==> config.mk <==
export PLATFORM = sky130hd
export DESIGN_NAME = low_power_tamper_detector
export DESIGN_NICKNAME = d
export VERILOG_FILES = /design/src/logic/tamper_pkg.sv /design/src/logic/pin_sync.sv /design/src/logic/phase_crossing_counter.sv /design/src/logic/low_power_tamper_detector.sv
export SDC_FILE = /design/constraint.sdc
export NUM_CORES = 1
export LEC_CHECK = 0
export BUFFER_PORTS_ARGS = -buffer_cell sky130_fd_sc_hd__buf_2
export CAP_MARGIN = 20
export CORE_MARGIN = 2
export CORE_UTILIZATION = 53
export DETAILED_ROUTE_END_ITERATION = 8
export PLACE_DENSITY_LB_ADDON = 0.25
export SLEW_MARGIN = 10
export SYNTH_ARGS = -nofsm -noshare
export SYNTH_HDL_FRONTEND = slang
export SYNTH_HIERARCHICAL = 1
export SYNTH_SLANG_ARGS = --single-unit
==> constraint.sdc <==
create_clock -name sys_clk -period 2.35 [get_ports sys_clk]
set_clock_uncertainty 0.15 [all_clocks]
set_input_delay 0.3525 -clock sys_clk [delete_from_list [all_inputs] [get_ports sys_clk]]
set_output_delay 0.3525 -clock sys_clk [all_outputs]
set_load 0.01 [all_outputs]
==> src/logic/tamper_pkg.sv <==
// Purpose: shared constants for the battery-mode tamper detector
// Assumes: 50 MHz system clock, 8-bit register data, 16-bit register addresses
// Notes: phase samples are signed codes of the positive current terminals
package tamper_pkg;

  // register addresses
  localparam logic [15:0] THRESH_PERIOD_ADDR = 16'hec00;
  localparam logic [15:0] SECOND_CONFIG_ADDR = 16'hec01;

  // register reset values
  localparam logic [7:0] THRESH_PERIOD_RESET = 8'h00;
  localparam logic [7:0] SECOND_CONFIG_RESET = 8'h00;

  // field positions
  localparam int PERIOD_LSB = 3;
  localparam int PERIOD_WIDTH = 5;
  localparam int THRESH_LSB = 0;
  localparam int THRESH_WIDTH = 3;
  localparam int NO_TAMPER_DIS_BIT = 2;

  // threshold field codes, levels referenced to current gain of one
  localparam logic [2:0] THRESH_CODE_71MV = 3'h0;
  localparam logic [2:0] THRESH_CODE_1MV = 3'h3;
  localparam logic [2:0] THRESH_CODE_0P471MV = 3'h7;

  // power mode codes as {mode_pin_1, mode_pin_0}
  localparam logic [1:0] FULL_OPERATION_MODE = 2'h1;
  localparam logic [1:0] MEAN_ABS_MODE = 2'h0;
  localparam logic [1:0] LOW_POWER_MONITOR_MODE = 2'h2;
  localparam logic [1:0] SLEEP_STATE = 2'h3;

  // timing: one base tick is 20 ms
  localparam int TICK_MS = 20;
  localparam int CLK_KHZ = 50_000;
  localparam int TICK_CYCLES = TICK_MS * CLK_KHZ;
  localparam logic [5:0] PERIOD_BASE_TICKS = 6'h0a;
  localparam logic [5:0] TAMPER_MARGIN = 6'h01;

  // pin synchroniser depth
  localparam int SYNC_STAGES = 3;

endpackage : tamper_pkg

==> src/logic/pin_sync.sv <==
// Purpose: three-stage synchroniser for slow pin levels
// Assumes: pins change far slower than the clock
// Notes: output follows only when stages two and three agree
module pin_sync
  import tamper_pkg::*;
#(
  parameter int WIDTH = 2,
  parameter logic [WIDTH-1:0] RESET_LEVEL = '1
)
(
  input wire logic sys_clk,
  input wire logic rstn,
  input wire logic [WIDTH-1:0] pin_in,
  output logic [WIDTH-1:0] level_out
);

  typedef struct packed {
    logic [WIDTH-1:0] s1;
    logic [WIDTH-1:0] s2;
    logic [WIDTH-1:0] s3;
    logic [WIDTH-1:0] level;
  } sync_s;

  sync_s s;
  sync_s next_s;

  // shift chain, accept a value once it is stable over two stages
  always_comb
  begin
    next_s = s;
    next_s.s1 = pin_in;
    next_s.s2 = s.s1;
    next_s.s3 = s.s2;
    if (s.s2 == s.s3)
    begin
      next_s.level = s.s3;
    end
  end

  // state register
  always_ff @(posedge sys_clk)
  begin
    if (!rstn)
    begin
      s <= '{s1: RESET_LEVEL, s2: RESET_LEVEL, s3: RESET_LEVEL, level: RESET_LEVEL};
    end
    else
    begin
      s <= next_s;
    end
  end

  assign level_out = s.level;

endmodule : pin_sync

==> src/logic/phase_crossing_counter.sv <==
// Purpose: counts upward threshold crossings of one phase current
// Assumes: samples arrive on sample_valid from same-clock front end logic
// Notes: count saturates at its top value
module phase_crossing_counter
  import tamper_pkg::*;
#(
  parameter int SAMPLE_WIDTH = 16,
  parameter int COUNT_WIDTH = 6
)
(
  input wire logic sys_clk,
  input wire logic rstn,
  input wire logic clear,
  input wire logic enable,
  input wire logic sample_valid,
  input wire logic [SAMPLE_WIDTH-1:0] sample,
  input wire logic [SAMPLE_WIDTH-1:0] threshold,
  output logic [COUNT_WIDTH-1:0] count
);

  typedef struct packed {
    logic above;
    logic [COUNT_WIDTH-1:0] count;
  } counter_s;

  counter_s s;
  counter_s next_s;
  logic above_now;

  // peak compare on the positive terminal only, count each rise above
  always_comb
  begin
    next_s = s;
    above_now = $signed(sample) > $signed(threshold);
    if (clear)
    begin
      next_s = '0;
    end
    else if (enable && sample_valid)
    begin
      next_s.above = above_now;
      if (above_now && !s.above && (s.count != '1))
      begin
        next_s.count = s.count + 1'b1;
      end
    end
  end

  // state register
  always_ff @(posedge sys_clk)
  begin
    if (!rstn)
    begin
      s <= '0;
    end
    else
    begin
      s <= next_s;
    end
  end

  assign count = s.count;

endmodule : phase_crossing_counter

==> src/logic/low_power_tamper_detector.sv <==
// Purpose: battery-mode current monitor that flags missing neutral tamper
// Assumes: mode pins come from the host asynchronously; samples are same-clock
// Notes: register port answers only in full operation mode
module low_power_tamper_detector
  import tamper_pkg::*;
#(
  parameter int SAMPLE_WIDTH = 16,
  parameter int COUNT_WIDTH = 6,
  parameter int TICK_CLOCKS = TICK_CYCLES,
  parameter logic [SAMPLE_WIDTH-1:0] LEVEL_71MV = 16'h1000,
  parameter logic [SAMPLE_WIDTH-1:0] LEVEL_1MV = 16'h003a,
  parameter logic [SAMPLE_WIDTH-1:0] LEVEL_0P471MV = 16'h001b
)
(
  input wire logic sys_clk,
  input wire logic rstn,
  input wire logic mode_pin_1,
  input wire logic mode_pin_0,
  input wire logic sample_valid,
  input wire logic [SAMPLE_WIDTH-1:0] phase_a_positive_input,
  input wire logic [SAMPLE_WIDTH-1:0] phase_b_positive_input,
  input wire logic [SAMPLE_WIDTH-1:0] phase_c_positive_input,
  input wire logic [15:0] reg_addr,
  input wire logic reg_wr,
  input wire logic reg_rd,
  input wire logic [7:0] reg_wdata,
  output logic [7:0] reg_rdata,
  output logic tamper_irq_n,
  output logic no_tamper_irq_n,
  output logic low_power_monitor_mode
);

  localparam int PHASES = 3;
  // tick counter wide enough for one whole base tick
  localparam int TW = $clog2(TICK_CLOCKS + 1);
  // last count of a tick, so a tick lasts exactly TICK_CLOCKS cycles
  localparam logic [TW-1:0] TICK_LAST = TW'(TICK_CLOCKS - 1);

  // sequencer: idle outside monitoring, done once an outcome is out
  typedef enum logic [1:0] {
    idle_st,
    measure_st,
    done_st
  } meas_e;

  // whole block state, registered as one word
  typedef struct packed {
    meas_e st;
    logic [7:0] thresh_period;
    logic [7:0] second_cfg;
    logic [1:0] mode_prev;
    logic [TW-1:0] tick_cnt;
    logic [5:0] tick_num;
    logic counters_clear;
    logic tamper_irq_n;
    logic no_tamper_irq_n;
    logic [7:0] reg_rdata;
    logic monitor_active;
  } state_s;

  // reset releases both outcome pins and takes the mode as sleep
  localparam state_s RESET_STATE = '{
    st: idle_st,
    thresh_period: THRESH_PERIOD_RESET,
    second_cfg: SECOND_CONFIG_RESET,
    mode_prev: SLEEP_STATE,
    tick_cnt: '0,
    tick_num: 6'h00,
    counters_clear: 1'b1,
    tamper_irq_n: 1'b1,
    no_tamper_irq_n: 1'b1,
    reg_rdata: 8'h00,
    monitor_active: 1'b0
  };

  state_s s;
  state_s next_s;
  logic [1:0] mode;
  logic [SAMPLE_WIDTH-1:0] samples [PHASES];
  logic [COUNT_WIDTH-1:0] counts [PHASES];
  logic [PHASES-1:0] over_limit;
  logic [SAMPLE_WIDTH-1:0] threshold;
  logic [5:0] period_value;
  logic [5:0] tamper_limit;
  logic [5:0] period_end;
  logic single_pin;
  logic any_tamper;
  logic counting;

  // mode pins cross in through three flops; pull-ups make sleep the rest level
  pin_sync #(
    .WIDTH(2),
    .RESET_LEVEL(SLEEP_STATE)
  ) mode_sync (
    .sys_clk(sys_clk),
    .rstn(rstn),
    .pin_in({mode_pin_1, mode_pin_0}),
    .level_out(mode)
  );

  assign samples[0] = phase_a_positive_input;
  assign samples[1] = phase_b_positive_input;
  assign samples[2] = phase_c_positive_input;

  // one crossing counter per phase
  generate
    for (genvar p = 0; p < PHASES; p++)
    begin : g_phase
      phase_crossing_counter #(
        .SAMPLE_WIDTH(SAMPLE_WIDTH),
        .COUNT_WIDTH(COUNT_WIDTH)
      ) counter (
        .sys_clk(sys_clk),
        .rstn(rstn),
        .clear(s.counters_clear),
        .enable(counting),
        .sample_valid(sample_valid),
        .sample(samples[p]),
        .threshold(threshold),
        .count(counts[p])
      );
      assign over_limit[p] = 6'(counts[p]) >= tamper_limit;
    end
  endgenerate

  // threshold level from the field; reserved codes fall back to the top level
  always_comb
  begin
    unique case (s.thresh_period[THRESH_LSB +: THRESH_WIDTH])
      THRESH_CODE_1MV: threshold = LEVEL_1MV;
      THRESH_CODE_0P471MV: threshold = LEVEL_0P471MV;
      default: threshold = LEVEL_71MV;
    endcase
  end

  // derived limits from the period field
  always_comb
  begin
    period_value = {1'b0, s.thresh_period[PERIOD_LSB +: PERIOD_WIDTH]};
    tamper_limit = period_value + TAMPER_MARGIN;
    period_end = period_value + PERIOD_BASE_TICKS;
    single_pin = s.second_cfg[NO_TAMPER_DIS_BIT];
    any_tamper = |over_limit;
    counting = (s.st == measure_st) && (mode == LOW_POWER_MONITOR_MODE);
  end

  // next-state: registers, mode tracking and measurement sequencing
  always_comb
  begin
    next_s = s;
    next_s.counters_clear = 1'b0;
    next_s.mode_prev = mode;
    next_s.monitor_active = (mode == LOW_POWER_MONITOR_MODE);

    // register port only in full operation; silent while monitoring
    if (mode == FULL_OPERATION_MODE)
    begin
      if (reg_wr)
      begin
        if (reg_addr == THRESH_PERIOD_ADDR)
        begin
          next_s.thresh_period = reg_wdata;
        end
        else if (reg_addr == SECOND_CONFIG_ADDR)
        begin
          next_s.second_cfg = reg_wdata;
        end
      end
      if (reg_rd)
      begin
        if (reg_addr == THRESH_PERIOD_ADDR)
        begin
          next_s.reg_rdata = s.thresh_period;
        end
        else if (reg_addr == SECOND_CONFIG_ADDR)
        begin
          next_s.reg_rdata = s.second_cfg;
        end
        else
        begin
          next_s.reg_rdata = 8'h00;
        end
      end
    end

    // sleep drops the single-pin choice
    if (mode == SLEEP_STATE)
    begin
      next_s.second_cfg[NO_TAMPER_DIS_BIT] = 1'b0;
    end

    // any mode change releases the outcome pins and ends a measurement
    // a change landing on a period end drops that outcome: the new mode wins
    if (mode != s.mode_prev)
    begin
      next_s.tamper_irq_n = 1'b1;
      next_s.no_tamper_irq_n = 1'b1;
      next_s.st = idle_st;
      if (mode == LOW_POWER_MONITOR_MODE)
      begin
        next_s.counters_clear = 1'b1;
        next_s.tick_cnt = '0;
        next_s.tick_num = 6'h00;
        next_s.st = measure_st;
      end
    end
    else
    begin
      unique case (s.st)
        idle_st:
        begin
          next_s.st = idle_st;
        end
        measure_st:
        begin
          // base tick timer
          if (s.tick_cnt == TICK_LAST)
          begin
            next_s.tick_cnt = '0;
            if (s.tick_num != 6'h3f)
            begin
              next_s.tick_num = s.tick_num + 6'h01;
            end
          end
          else
          begin
            next_s.tick_cnt = s.tick_cnt + 1'b1;
          end
          if (single_pin)
          begin
            // counts run on with no period end until a tamper is flagged; flag tamper only
            if (any_tamper)
            begin
              next_s.tamper_irq_n = 1'b0;
              next_s.st = done_st;
            end
          end
          else if ((s.tick_cnt == TICK_LAST) && ((s.tick_num + 6'h01) == period_end))
          begin
            // end of the measurement period
            if (any_tamper)
            begin
              next_s.tamper_irq_n = 1'b0;
            end
            else
            begin
              next_s.no_tamper_irq_n = 1'b0;
            end
            next_s.st = done_st;
          end
        end
        done_st:
        begin
          next_s.st = done_st;
        end
        // the fourth code is never used; recover to idle if it shows
        default:
        begin
          next_s.st = idle_st;
        end
      endcase
    end
  end

  // state register
  always_ff @(posedge sys_clk)
  begin
    if (!rstn)
    begin
      s <= RESET_STATE;
    end
    else
    begin
      s <= next_s;
    end
  end

  // outputs straight from flops
  assign reg_rdata = s.reg_rdata;
  assign tamper_irq_n = s.tamper_irq_n;
  assign no_tamper_irq_n = s.no_tamper_irq_n;
  assign low_power_monitor_mode = s.monitor_active;

endmodule : low_power_tamper_detector

Word-level counts from Yosys, hierarchy flattened
Cells that the tools add are included.

Add/sub/neg operators: 7. $lt $le $gt $ge: 6. Eq/ne operators: 20. Mux-type cells: 20. Bitwise operators: 4. Reductions and logical operators: 31.

Operators by type and width (number): two-way mux 26 bit (2); greater-than comparator 16 x 14 -> 1 bit (3); equality test 16 bit, second input constant (2); two-way mux 27 bit (1); one-hot mux 13 bit (2 select lines) (1); adder 6 x 1 -> 6 bit, second input constant (4); inequality test 6 bit, second input constant (4); adder 20 x 1 -> 20 bit, second input constant (1); equality test 20 bit, second input constant (1); two-way mux 20 bit (1); >= comparator 6 bit (3); two-way mux 8 bit (2); AND reduction 2 bit (7); two-way mux 6 bit (2); AND reduction 4 bit (3); two-way mux 2 bit (5); logical AND 1 bit (9); nonzero test 2 bit (4); adder 5 x 1 -> 6 bit, second input constant (1); adder 5 x 4 -> 6 bit, second input constant (1); equality test 2 bit, second input constant (3); equality test 6 bit (1); OR reduction 2 bit (3); two-way mux 1 bit (5); other kinds (13) (19).

Flip-flop bits (word level): 87. Input port bits: 79. Output and inout port bits: 11. Logic and storage cells: 110.

Longest topological paths before layout
Gate-level depths: netlist of the first run.

Word-level depth: 7. Mapped depth: 11.

Modules after synthesis
Netlist of the first run, hierarchy kept.

By module, submodules not included: low_power_tamper_detector (times used 1, cells an instance 398, area an instance 3400.8 µm², sequential area each 1161.1 µm²); phase_crossing_counter (times used 3, cells an instance 114, area an instance 893.4 µm², sequential area each 140.1 µm²); pin_sync (times used 1, cells an instance 24, area an instance 267.8 µm², sequential area each 160.2 µm²).

Worst setup path before layout of the first run
No wires, ideal clock.

Kind: reg2reg. From: reg s, in the netlist period_value[1]. To: reg s, in the netlist no_tamper_irq_n. Library setup time: 114 ps. Arrival time: 2348 ps. Setup slack: -262 ps. Stages on the path, launching flop included: 11. Clock period less this slack: 2612 ps. Path through: dfxtp_1 ha_1 nand2_1 xor2_1 ha_1 a2111oi_0 a21oi_1 maj3_1 a21oi_2 nand4_1 a21o_1.

Longest elaborated chain between the ends: 5.

Ends and longest elaborated chain: from (decl) (line low_power_tamper_detector.sv:76) `state_s s;`; from (signal assigned) (line low_power_tamper_detector.sv:274) `s <= next_s;`; adder 5 x 1 -> 6 bit (line low_power_tamper_detector.sv:140) `tamper_limit = period_value + TAMPER_MARGIN;`; >= comparator 6 bit (line low_power_tamper_detector.sv:122) `assign over_limit[p] = 6'(counts[p]) >= tamper_limit;`; OR reduction 3 bit (line low_power_tamper_detector.sv:143) `any_tamper = |over_limit;`; NOT 1 bit (no source line); AND reduction 4 bit (no source line) (*).

Every way passes the cells marked *; elsewhere a longest branch is shown, timed or not. A chain may end at the register's enable or synchronous reset.

Worst setup path in the final report of the first run
From: reg s[48] (netlist bit). To: reg g_phase[2].counter.s, in the netlist g_phase[2].counter/count[0].

Longest elaborated chain between the ends: 6.

Ends and longest elaborated chain: equality test 3 bit or equality test 3 x 2 -> 1 bit (tied branches) (line low_power_tamper_detector.sv:129) `unique case (s.thresh_period[THRESH_LSB +: THRESH_WIDTH])`; one-hot mux 13 bit (2 select lines) (*) (line low_power_tamper_detector.sv:129); net threshold[12] (line low_power_tamper_detector.sv:82) `logic [SAMPLE_WIDTH-1:0] threshold;`; greater-than comparator 16 x 14 -> 1 bit (*) (line phase_crossing_counter.sv:34) `above_now = $signed(sample) > $signed(threshold);`; logical AND 1 bit (*) (2 in a row) (line phase_crossing_counter.sv:42) `if (above_now && !s.above && (s.count != '1))`; AND reduction 2 bit (no source line) (*); to (signal assigned) (line phase_crossing_counter.sv:58) `s <= next_s;`; to (decl) (line phase_crossing_counter.sv:26) `counter_s s;`.

Mark *: on every way through the listed nets, which the timed path passes. The rest lies on a longest branch.

==> out/summary.log, run 1 <==
qor: status.result_of_the_run complete, but fails checks
qor: status.violations setup timing
qor: synthesis.synth.area.top_cells dfxtp_1 (27%), ha_1 (14%), inv_1 (4.1%), nor2_1 (4.1%), a21oi_1 (4.0%)
qor: synthesis.synth_sequential_area_ratio 27.4%
qor: detailed_routing.avgViaCountPerCell 5.74
qor: clocking.tritoncts yes
qor: placed_design.finalWeightedCongestion 0.863
qor: min_path.hold_path_class primary input to register
qor: finish.antenna_cells 0
qor: job.drv_cap 0
qor: synthesis.yosys.area.top_type dfxtp_1
qor: sta.timing.final.setup_violations 20
qor: sta.timing_max_transition_violations_final 0
qor: clocking.clkSinkCount 87
qor: detailed_routing.route.top_layer_used met4
qor: synthesis.ys_async_sr_fraction 0%
qor: synthesis.netlist_area 6350 sq um
qor: detailed_routing.drt-met1-wl 6750 um
qor: clocking.ctsLongestPathBuffers 2
qor: setup_path.cpPeakStageDelay 0.48 ns
qor: placed_design.io_port_bufs 89
qor: sta.max-slew-margin-rel 62.8%
qor: clocking.numCtsBuffers 9
qor: finish.storage_element_area 1760 sq um
qor: detailed_routing.vias 6011
qor: setup_path.worstSetupPathType register to register
qor: finish.finalCoreUtilization 68.9%
qor: setup_path.arrival 2.63 ns
qor: detailed_routing.wire_per_inst 15.4 um
qor: die.die_h 113 um
qor: detailed_routing.drt_drc_violations_left 0
qor: setup_path.cp.buffers_inverters 1
qor: placed_design.place.detailed.hpwl 11300 um
qor: die.core_region_area 11600 sq um
qor: synthesis.ys_warn_count 6
qor: global_route.grt_max_degree 42
qor: setup_path.family_with_the_most_delay_on_the_worst_path simple AND/OR/NAND/NOR gates
qor: setup_path.crit_slowest_cell or4_1
qor: detailed_routing.detailroute.wirelength.met3 801 um
qor: die.initial_utilization 54.9%
qor: finish.final_net_count 1049
qor: power_and_ir_drop.power_leakage 3.24 nW
qor: sta.final.period_utilization 107%
qor: sta.hold_viol_final 0
qor: clocking.cts_hold_repair_buffers 0
qor: detailed_routing.met2_length 8210 um
qor: sta.post-route-worst-setup-slack -0.156 ns
qor: synthesis.syn_avg_cell_area 8.31 sq um
qor: die.std_cell_rows 39
qor: synthesis.syn-instance-count 764
qor: die.design.die.area 12900 sq um
qor: synthesis.synthDistinctLibCells 72
qor: setup_path.timing.critical_path.cells nand2_4, nor2_4, inv_1, ha_4, nand4_1, nor4_4, o21ai_2, and3_4, or4_1, a21oi_2
qor: die.die-width 113 um
qor: sta.minimum_clock_period_after_layout 2.51 ns
qor: placed_design.dp_worst_setup_slack -0.223 ns
qor: sta.grt_setup_unrepaired yes
qor: sta.timing.fmax 399 MHz
qor: detailed_routing.routed_wl 16100 um
qor: clocking.clk_root_buffer_cell clkbuf_16
qor: power_and_ir_drop.power_density_over_cell_area 422 nW/um^2
qor: die.top_level_ports 90
qor: clocking.level_count_of_the_clock_h_tree 3
qor: finish.fill_cells 876
qor: synthesis.top_reg_cell_synth dfxtp_1
qor: synthesis.synth-seq-cells 87
qor: sta.slew_worst_pin 0.557 ns
qor: clocking.clk_pin_slew_worst_setup_hold_paths 0.06 ns
qor: synthesis.number_of_enable_flip_flop_cells_after_synthesis 0
qor: setup_path.startpoint_type_of_the_worst_setup_path register
qor: detailed_routing.drt_first_pass_iters 5
qor: power_and_ir_drop.max-vdd-ir-drop 0.405 mV
qor: global_route.gr-total-overflow 0
qor: setup_path.worstPathRequired 2.48 ns
qor: global_route.first_global_vias 5871
qor: detailed_routing.first_iter_violations 323
qor: setup_path.cp-end-kind register
qor: detailed_routing.ant_nets 0
qor: finish.syn2layout_area_growth 25.6%
qor: finish.post_route_cells_drive_above_1_share 27.4%
qor: synthesis.synth_top_cell_area_share 27.4%
qor: global_route.wire_length_of_the_first_global_routing_pass 26300 um
qor: finish.area_of_combinational_cells_with_multiple_inputs 4580 sq um
qor: sta.hold_slack 0.0425 ns
qor: global_route.antenna_found_initial 0
qor: clocking.insertion_delay 0.34 ns
qor: setup_path.crit_fanout 6
qor: power_and_ir_drop.total_power 0.00337 W
qor: global_route.grtUsageTotal 24.7%
## through the flow
step / instance area, sq um / instances / TNS, ns
final: 7970 / 1047 / -1.68
after global routing: 7970 / 1047 / -3.95
after CTS: 7760 / 1041 / -0.888
after detailed placement: 7100 / 1016 / -2.68
after global placement: 7100 / 1016 / -1.45
after floorplan: 6510 / 793 / -0.0599
## layout make-up
class	count	share of cell area, %
Clock buffer	14	3.31
Timing Repair Buffer	143	11.1
Clock inverter	2	0.486
Sequential cell	87	22.0
Tap cell	143	2.24
Inverter	70	3.36
Multi-Input combinational cell	588	57.5
## synthesized netlist by cell type (3+ instances only)
cell type,n
and3_4,3
nand3_1,23
ha_1,71
nor4_4,3
a21oi_1,51
a22oi_1,10
nor2b_1,7
o21ai_2,3
o31ai_1,9
and2_1,5
buf_2,5
nor2_1,69
nor3b_1,6
nand2b_1,30
xor2_1,6
or4_1,6
o21a_1,3
nor4_1,6
buf_4,29
clkbuf_1,7
nor3_1,21
dfxtp_1,87
a32oi_1,4
nand2_1,42
and3_1,10
nand4_4,4
a31o_2,3
o311ai_0,3
a21o_1,5
or3b_1,3
nand3b_1,4
buf_6,5
and4_1,4
xnor2_1,10
o21ai_0,26
a311oi_1,5
nand4_1,14
a41oi_1,7
inv_1,70
a31oi_1,13
a211oi_1,9
o41ai_1,3
mux2i_1,22
## path summary, 6_finish.rpt
| kind | start | endpoint | slack (ns) | cells past startpoint |
|---|---|---|---|---|
| min | mode_pin_0 | mode_sync/next_s[4] | 0.04 | 2 |
| min reg2reg | mode_sync/next_s[4] | mode_sync/next_s[2] | 0.26 | 1 |
| max reg2reg | s[48] | g_phase[2].counter/count[0] | -0.16 | 10 |
| max | s[48] | g_phase[2].counter/count[0] | -0.16 | 10 |
## layout by cell type, fill, tap and decap left out, drive strengths merged, types with 30 or more instances in the layout
| master | netlist | routed |
|---|---|---|
| o21ai | 31 | 31 |
| nand2b | 30 | 30 |
| a21oi | 52 | 52 |
| dfxtp | 87 | 87 |
| inv | 70 | 70 |
| nor2 | 71 | 71 |
| nand2 | 42 | 42 |
| buf | 39 | 143 |
| ha | 71 | 71 |
| conb | 1 | 30 |
## repair_timing
action / in CTS / in global routing
gates cloned: 0 / 0
resized for setup: 49 / 35
buffers inserted: 9 / 6
pin swaps: 35 / 18
setup endpoints to repair: 21 / 43
## sequential cells by signal, summed over array words and instances, names as in the netlist
signal,cells
low_power_monitor_mode,1
mode_sync/next_s,4
mode_sync/level_out,2
no_tamper_irq_n,1
reg_rdata,8
mode_sync/s,2
g_phase.counter/s,3
tamper_irq_n,1
g_phase.counter/count,18
period_value,5
s,42
## logic make-up after synthesis
| kind of cell | count (synthesis) | share of synthesized area (%) |
|---|---|---|
| simple gates | 277 | 25.2 |
| compound gates | 169 | 17.5 |
| buf+inv | 118 | 9.56 |
| flops | 87 | 27.4 |
| fa+ha+maj | 72 | 14.2 |
| mux | 23 | 3.65 |
| xor+xnor | 17 | 2.46 |
| other cells | 1 | 0.0591 |
## power breakdown
| part | switching (W) | internal, W | leakage (nW) |
|---|---|---|---|
| Combinational | 0.000236 | 0.000190 | 2.38 |
| Clock | 0.000573 | 0.000885 | 0.147 |
| Sequential | 0.00000491 | 0.00148 | 0.707 |
## routing by layer
layer / vias to the layer above / track usage (%)
met1: 2814 / 29.0
met2: 187 / 45.6
li1: 2976 / -
met5: - / 0
met4: 0 / 7.72
met3: 34 / 4.57
Power figures use the tool's default switching activity.
==> run 2: changes to the inputs <==
CORE_UTILIZATION = 45   (was 53)
TNS_END_PERCENT = 1   (was not set)
==> out/summary.log, run 2 (synthesis gave the netlist of run 1 again) <==
qor: status.result_of_the_run complete, but fails checks
qor: status.violations setup timing
qor: power_and_ir_drop.combPwrFrac 11.8%
qor: sta.hold_viol_final 0
qor: job.drv_cap 0
qor: setup_path.crit_slowest_cell dfxtp_4
qor: setup_path.worstSetupPathType register to register
qor: setup_path.worstPathRequired 2.43 ns
qor: detailed_routing.avgViaCountPerCell 5.25
qor: setup_path.cpPeakStageDelay 0.35 ns
qor: setup_path.crit_fanout 5
qor: finish.largest_register s
qor: global_route.first_global_vias 5343
qor: finish.fill_cells 1264
qor: finish.most-common-layout-cells buf_2 (89), dfxtp_1 (82), inv_1 (68), nor2_1 (68), ha_1 (65)
qor: clocking.tritoncts yes
qor: detailed_routing.routed_wl 13800 um
qor: sta.post-route-worst-setup-slack -0.127 ns
qor: finish.syn2layout_area_growth 20.1%
qor: die.design.die.area 15100 sq um
qor: sta.final.period_utilization 105%
qor: clocking.clk_root_buffer_cell clkbuf_16
qor: placed_design.dpl-instance-area 7190 sq um
qor: global_route.grt_max_degree 51
qor: power_and_ir_drop.max-vdd-ir-drop 0.282 mV
qor: power_and_ir_drop.power_leakage 3.11 nW
qor: placed_design.dpl.cell_count 1058
qor: sta.timing_max_transition_violations_final 0
qor: placed_design.dp_worst_setup_slack -0.206 ns
qor: sta.timing.fmax 404 MHz
qor: finish.final_net_count 1039
qor: die.initial_utilization 45.9%
qor: detailed_routing.first_iter_violations 274
qor: placed_design.place.detailed.hpwl 10600 um
qor: sta.grt_setup_unrepaired yes
qor: clocking.clk_pin_slew_worst_setup_hold_paths 0.06 ns
qor: setup_path.startpoint_type_of_the_worst_setup_path register
qor: setup_path.cp-end-kind register
qor: detailed_routing.drt_first_pass_iters 5
qor: global_route.grtUsageTotal 19.1%
qor: clocking.ctsLongestPathBuffers 2
qor: setup_path.arrival 2.56 ns
qor: setup_path.timing.critical_path.cells ha_1, xnor2_2, ha_1, o21a_1, o21a_1, a31oi_1, o221ai_1, a21oi_2, nand4_1, a21o_1
qor: global_route.wire_length_of_the_first_global_routing_pass 23600 um
qor: clocking.numCtsBuffers 9
qor: clocking.clkSinkCount 87
qor: detailed_routing.vias 5628
qor: die.std_cell_rows 43
qor: detailed_routing.ant_nets 0
qor: detailed_routing.drt_drc_violations_left 0
qor: die.top_level_ports 90
qor: sta.timing.final.setup_violations 11
qor: power_and_ir_drop.power_density_over_cell_area 427 nW/um^2
qor: power_and_ir_drop.internal_power_summed_over_all_cells 0.00247 W
qor: power_and_ir_drop.power.sequential.fraction 45.5%
qor: finish.post_route_cells_drive_above_1_share 23.5%
qor: clocking.buffer_count_from_post_cts_setup_fixing 0
qor: die.core_region_area 13800 sq um
qor: power_and_ir_drop.power_switching_share 24.2%
qor: sta.minimum_clock_period_after_layout 2.48 ns
qor: finish.antenna_cells 0
qor: power_and_ir_drop.power_switching 0.000789 W
qor: finish.final_common_cell buf_2
qor: finish.largest_reg_flops 42
qor: min_path.hold_path_class primary input to register
qor: power_and_ir_drop.power.clock.fraction 42.7%
qor: placed_design.finalWeightedCongestion 0.879
qor: detailed_routing.wire_per_inst 12.8 um
qor: finish.layout.cells.non_filler 1073
qor: clocking.insertion_delay 0.34 ns
qor: finish.layout.cell_area.non_filler 7630 sq um
qor: die.die_h 123 um
qor: power_and_ir_drop.total_power 0.00325 W
qor: global_route.antenna_found_initial 0
qor: global_route.gr-total-overflow 0
qor: placed_design.io_port_bufs 89
qor: clocking.level_count_of_the_clock_h_tree 3
qor: die.die-width 123 um
==> run 2: cell count changes in the layout (fill, tap and decap cells not counted), sizes merged <==
cell	previous run	this run
clkinv	1	5
buf	143	133
clkbuf	14	9
==> run 2: critical path, delay by kind of cell (launching register included) <==
kind,cells,cell delay [ns]
and+or+nand+nor,1,0.11
adders and majority gates,2,0.50
AOI/OAI and AO/OA,6,1.04
DFF,1,0.35
xor gates and xnor gates,1,0.21
==> run 2: final cells by class <==
cell class                      count  area (sq um)  share of cell area, %
Multi-Input combinational cell    588          4300                   56.3
Sequential cell                    87          1750                   23.0
Timing Repair Buffer              133           801                   10.5
Inverter                           70           265                   3.48
Clock buffer                        9           225                   2.95
Tap cell                          180           225                   2.95
Clock inverter                      6          62.6                  0.820
==> run 2: power by group through the flow <==
stage               Combinational, W  Sequential (W)  Clock (W)
finish                      0.000383         0.00148    0.00139
global route                0.000439         0.00148    0.00149
CTS                         0.000380         0.00148    0.00143
detailed placement          0.000371         0.00152          0
global placement            0.000367         0.00152          0
floorplan                   0.000237         0.00151          0
==> run 2: what timing repair did <==
item,in CTS,in global routing
endpoints found under the setup margin,21,34
hold buffers,0,0
resized for setup,18,13
hold endpoints to repair,0,0
pin swaps,3,3
==> run 2: per-layer routing <==
metal	up-vias	wire, um	global-route usage (%)
li1	2953	-	-
met1	2561	6390	24.1
met2	105	6590	34.1
met3	9	663	3.11
met4	0	110	4.38
met5	-	0	0
==> run 2: worst paths after layout <==
path	slack, ns	endpoint	cells after the start	startpoint
worst max-delay path	-0.13	no_tamper_irq_n	10	period_value[1]
worst min-delay path	0.05	mode_sync/next_s[4]	2	mode_pin_0
worst max register to register	-0.13	no_tamper_irq_n	10	period_value[1]
worst min register to register	0.25	mode_sync/next_s[3]	1	mode_sync/next_s[5]
==> run 2: metrics by stage <==
step	setup TNS (ns)	utilization (%)	hold slack [ns]
after floorplan	-0.278	-	0.236
after global placement	-2.59	52.0	0.245
after detailed placement	-3.26	52.0	0.243
after CTS	-0.685	54.6	0.0356
after global routing	-3.78	55.2	0.0458
final	-0.840	55.2	0.0474
==> run 3: changes to the inputs <==
ABC_AREA = 1   (was not set)
==> out/summary.log, run 3 <==
qor: power_and_ir_drop.power_switching_share 25.5%
qor: setup_path.cp_num_cells 13
qor: finish.fill_cells 1460
qor: power_and_ir_drop.power_leakage 3.51 nW
qor: power_and_ir_drop.max-vdd-ir-drop 0.402 mV
qor: setup_path.critPathCapture g_phase[2].counter/count[0]
qor: finish.most-common-layout-cells nand2_1 (194), inv_1 (168), buf_2 (89)
qor: setup_path.crit_start s[49]
qor: detailed_routing.avgViaCountPerCell 4.78
qor: placed_design.io_port_bufs 89
qor: setup_path.startpoint_type_of_the_worst_setup_path register
qor: power_and_ir_drop.power.sequential.fraction 44.5%
qor: synthesis.synth_common_cells nand2_1 (195), inv_1 (171), dfxtp_1 (87)
qor: die.top_level_ports 90
qor: sta.final.period_utilization 91.1%
qor: die.die_h 126 um
qor: finish.final_net_count 1211
qor: global_route.antenna_found_initial 0
qor: die.initial_utilization 46.0%
qor: sta.timing_max_transition_violations_final 0
qor: sta.tns 0 ns
qor: clocking.clk_root_buffer_cell clkbuf_16
qor: synthesis.synth_most_common_cell nand2_1
qor: clocking.tritoncts yes
qor: setup_path.r2r_slack 0.21 ns
qor: setup_path.crit-reg2reg-launch s[49]
qor: finish.layout.cells.non_filler 1250
qor: power_and_ir_drop.power_density_over_cell_area 438 nW/um^2
qor: die.die-width 126 um
qor: synthesis.netlist_area 6690 sq um
qor: synthesis.yosys.area.top_type dfxtp_1
qor: setup_path.worstPathRequired 2.43 ns
qor: setup_path.crit_fanout 8
qor: setup_path.arrival 2.22 ns
qor: detailed_routing.vias 5980
qor: setup_path.family_with_the_most_delay_on_the_worst_path simple AND/OR/NAND/NOR gates
qor: sta.grt_setup_unrepaired yes
qor: finish.largest_register s
qor: detailed_routing.first_iter_violations 206
qor: sta.hold_viol_final 0
qor: synthesis.number_of_enable_flip_flop_cells_after_synthesis 0
qor: clocking.level_count_of_the_clock_h_tree 3
qor: die.core_region_area 14500 sq um
qor: setup_path.cp-end-kind register
qor: detailed_routing.wire_per_inst 11.1 um
qor: status.result_of_the_run finished clean
qor: detailed_routing.drt_drc_violations_left 0
qor: finish.post_route_cells_drive_above_1_share 20.9%
qor: synthesis.synth_sequential_area_ratio 26.0%
qor: setup_path.cp.buffers_inverters 1
qor: synthesis.synthDistinctLibCells 51
qor: placed_design.place.detailed.hpwl 10800 um
qor: power_and_ir_drop.combPwrFrac 11.7%
qor: global_route.wire_length_of_the_first_global_routing_pass 24000 um
qor: synthesis.ys_warn_count 6
qor: synthesis.synth_top_cell_area_share 26.0%
qor: clocking.cts_hold_repair_buffers 0
qor: setup_path.worstSetupPathType register to register
qor: finish.antenna_cells 0
qor: detailed_routing.routed_wl 13800 um
qor: placed_design.finalWeightedCongestion 0.854
qor: power_and_ir_drop.power.clock.fraction 43.8%
qor: sta.minimum_clock_period_after_layout 2.14 ns
qor: power_and_ir_drop.power_switching 0.000862 W
qor: finish.layout.cell_area.non_filler 7720 sq um
qor: global_route.grt_max_degree 33
qor: synthesis.syn_avg_cell_area 6.98 sq um
qor: global_route.gr-total-overflow 0
qor: placed_design.dpl.cell_count 1233
qor: setup_path.timing.critical_path.mode_cell nand2_1
qor: synthesis.top_reg_cell_synth dfxtp_1
qor: min_path.hold_path_class primary input to register
qor: die.design.die.area 15800 sq um
qor: finish.final_common_cell nand2_1
qor: sta.timing.fmax 467 MHz
qor: synthesis.synth-seq-cells 87
qor: die.std_cell_rows 44
qor: setup_path.timing.critical_path.cells nand2_4, nor2_4, inv_1, ha_1, nand2_1, nor2_2, nand2_1, nand2_2, nand2_2, a21oi_4, nand3_4, nand2_1, a21oi_1
qor: synthesis.syn-instance-count 958
qor: job.drv_cap 0
qor: power_and_ir_drop.internal_power_summed_over_all_cells 0.00252 W
qor: synthesis.ys_async_sr_fraction 0%
qor: setup_path.rr_worst_depth 13
qor: placed_design.dpl-instance-area 7290 sq um
qor: synthesis.synth.area.top_cells dfxtp_1 (26%), ha_1 (13%), nand2_1 (11%), inv_1 (9.6%), a21oi_1 (4.7%)
qor: setup_path.cpPeakStageDelay 0.36 ns
qor: global_route.first_global_vias 5433
qor: global_route.grtUsageTotal 17.9%
qor: setup_path.worst_r2r_endpoint g_phase[2].counter/count[0]
qor: clocking.ctsLongestPathBuffers 2
qor: finish.syn2layout_area_growth 15.4%
qor: clocking.insertion_delay 0.35 ns
qor: clocking.clkSinkCount 87
qor: clocking.numCtsBuffers 9
qor: sta.timing.final.setup_violations 0
qor: detailed_routing.ant_nets 0
qor: clocking.clk_pin_slew_worst_setup_hold_paths 0.07 ns
qor: setup_path.crit_slowest_cell dfxtp_2
qor: finish.largest_reg_flops 42
qor: detailed_routing.drt_first_pass_iters 5
==> run 3: cell count changes after synthesis, moves of 16 or more <==
| cell | change |
|---|---|
| nand2_1 | +153 |
| inv_1 | +101 |
| nand2b_1 | -30 |
| nand2_2 | +26 |
| nand4_1 | +25 |
| mux2i_1 | -22 |
| nand3_1 | +16 |
==> run 3: worst min-delay path by stage <==
stage                          end                 from  slack [ns]  cells past startpoint
3_5_place_dp   mode_sync/next_s[2]  mode_sync/next_s[4]        0.25                      1
3_3_place_gp   mode_sync/next_s[2]  mode_sync/next_s[4]        0.24                      1
4_1_cts        mode_sync/next_s[4]           mode_pin_0        0.02                      2
2_1_floorplan  mode_sync/next_s[2]  mode_sync/next_s[4]        0.24                      1
6_report       mode_sync/next_s[4]           mode_pin_0        0.03                      2
5_1_grt        mode_sync/next_s[4]           mode_pin_0        0.04                      2
==> run 3: power groups by stage <==
stage | Clock (W) | Combinational (W) | Sequential, W
after CTS | 0.00152 | 0.000396 | 0.00150
after floorplan | 0 | 0.000274 | 0.00153
final | 0.00148 | 0.000396 | 0.00150
after global placement | 0 | 0.000387 | 0.00154
after global routing | 0.00156 | 0.000462 | 0.00150
after detailed placement | 0 | 0.000394 | 0.00154
==> run 3: layout make-up <==
type	instances	area [sq um]	share of cell area, %
Clock buffer	11	243	3.15
Clock inverter	5	63.8	0.827
Inverter	187	713	9.24
Multi-Input combinational cell	674	4160	53.9
Sequential cell	87	1750	22.7
Tap cell	184	230	2.98
Timing Repair Buffer	102	556	7.20
==> run 3: stage by stage <==
| stage | power (W) | setup WS [ns] | hold WS [ns] | util [%] |
|---|---|---|---|---|
| 6_report | 0.00338 | 0.210 | 0.0350 | 53.1 |
| 5_1_grt | 0.00353 | 0.00430 | 0.0444 | 53.1 |
| 3_5_place_dp | 0.00193 | -0.0197 | 0.246 | 50.2 |
| 3_3_place_gp | 0.00192 | 0.00709 | 0.238 | 50.2 |
| 2_1_floorplan | 0.00181 | 0.144 | 0.235 | - |
| 4_1_cts | 0.00342 | 0.0267 | 0.0243 | 52.3 |
==> run 3: metal layers <==
layer	up-vias	GRT usage (%)	share of wire, %
li1	3274	-	-
met1	2590	24.3	50
met2	105	29.7	45
met3	11	2.59	3.8
met4	0	4.98	1.2
met5	-	0	0
==> run 3: cells by family after synthesis <==
| family | synth area share (%) |
|---|---|
| adders and majority gates | 13.3 |
| DFF | 26.0 |
| AOI/OAI and AO/OA | 13.5 |
| other | 0.0561 |
| and+or+nand+nor | 29.5 |
| buffers and inverters | 14.6 |
| xor gates and xnor gates | 3.01 |
==> run 3: repair_timing <==
action / 4_1_cts / 5_1_grt
gates cloned: 0 / 0
endpoints found under the hold margin: 0 / 0
gates resized for setup: 3 / 25
setup endpoints to repair: 19 / 22
setup buffers: 0 / 1
pin swaps: 0 / 1
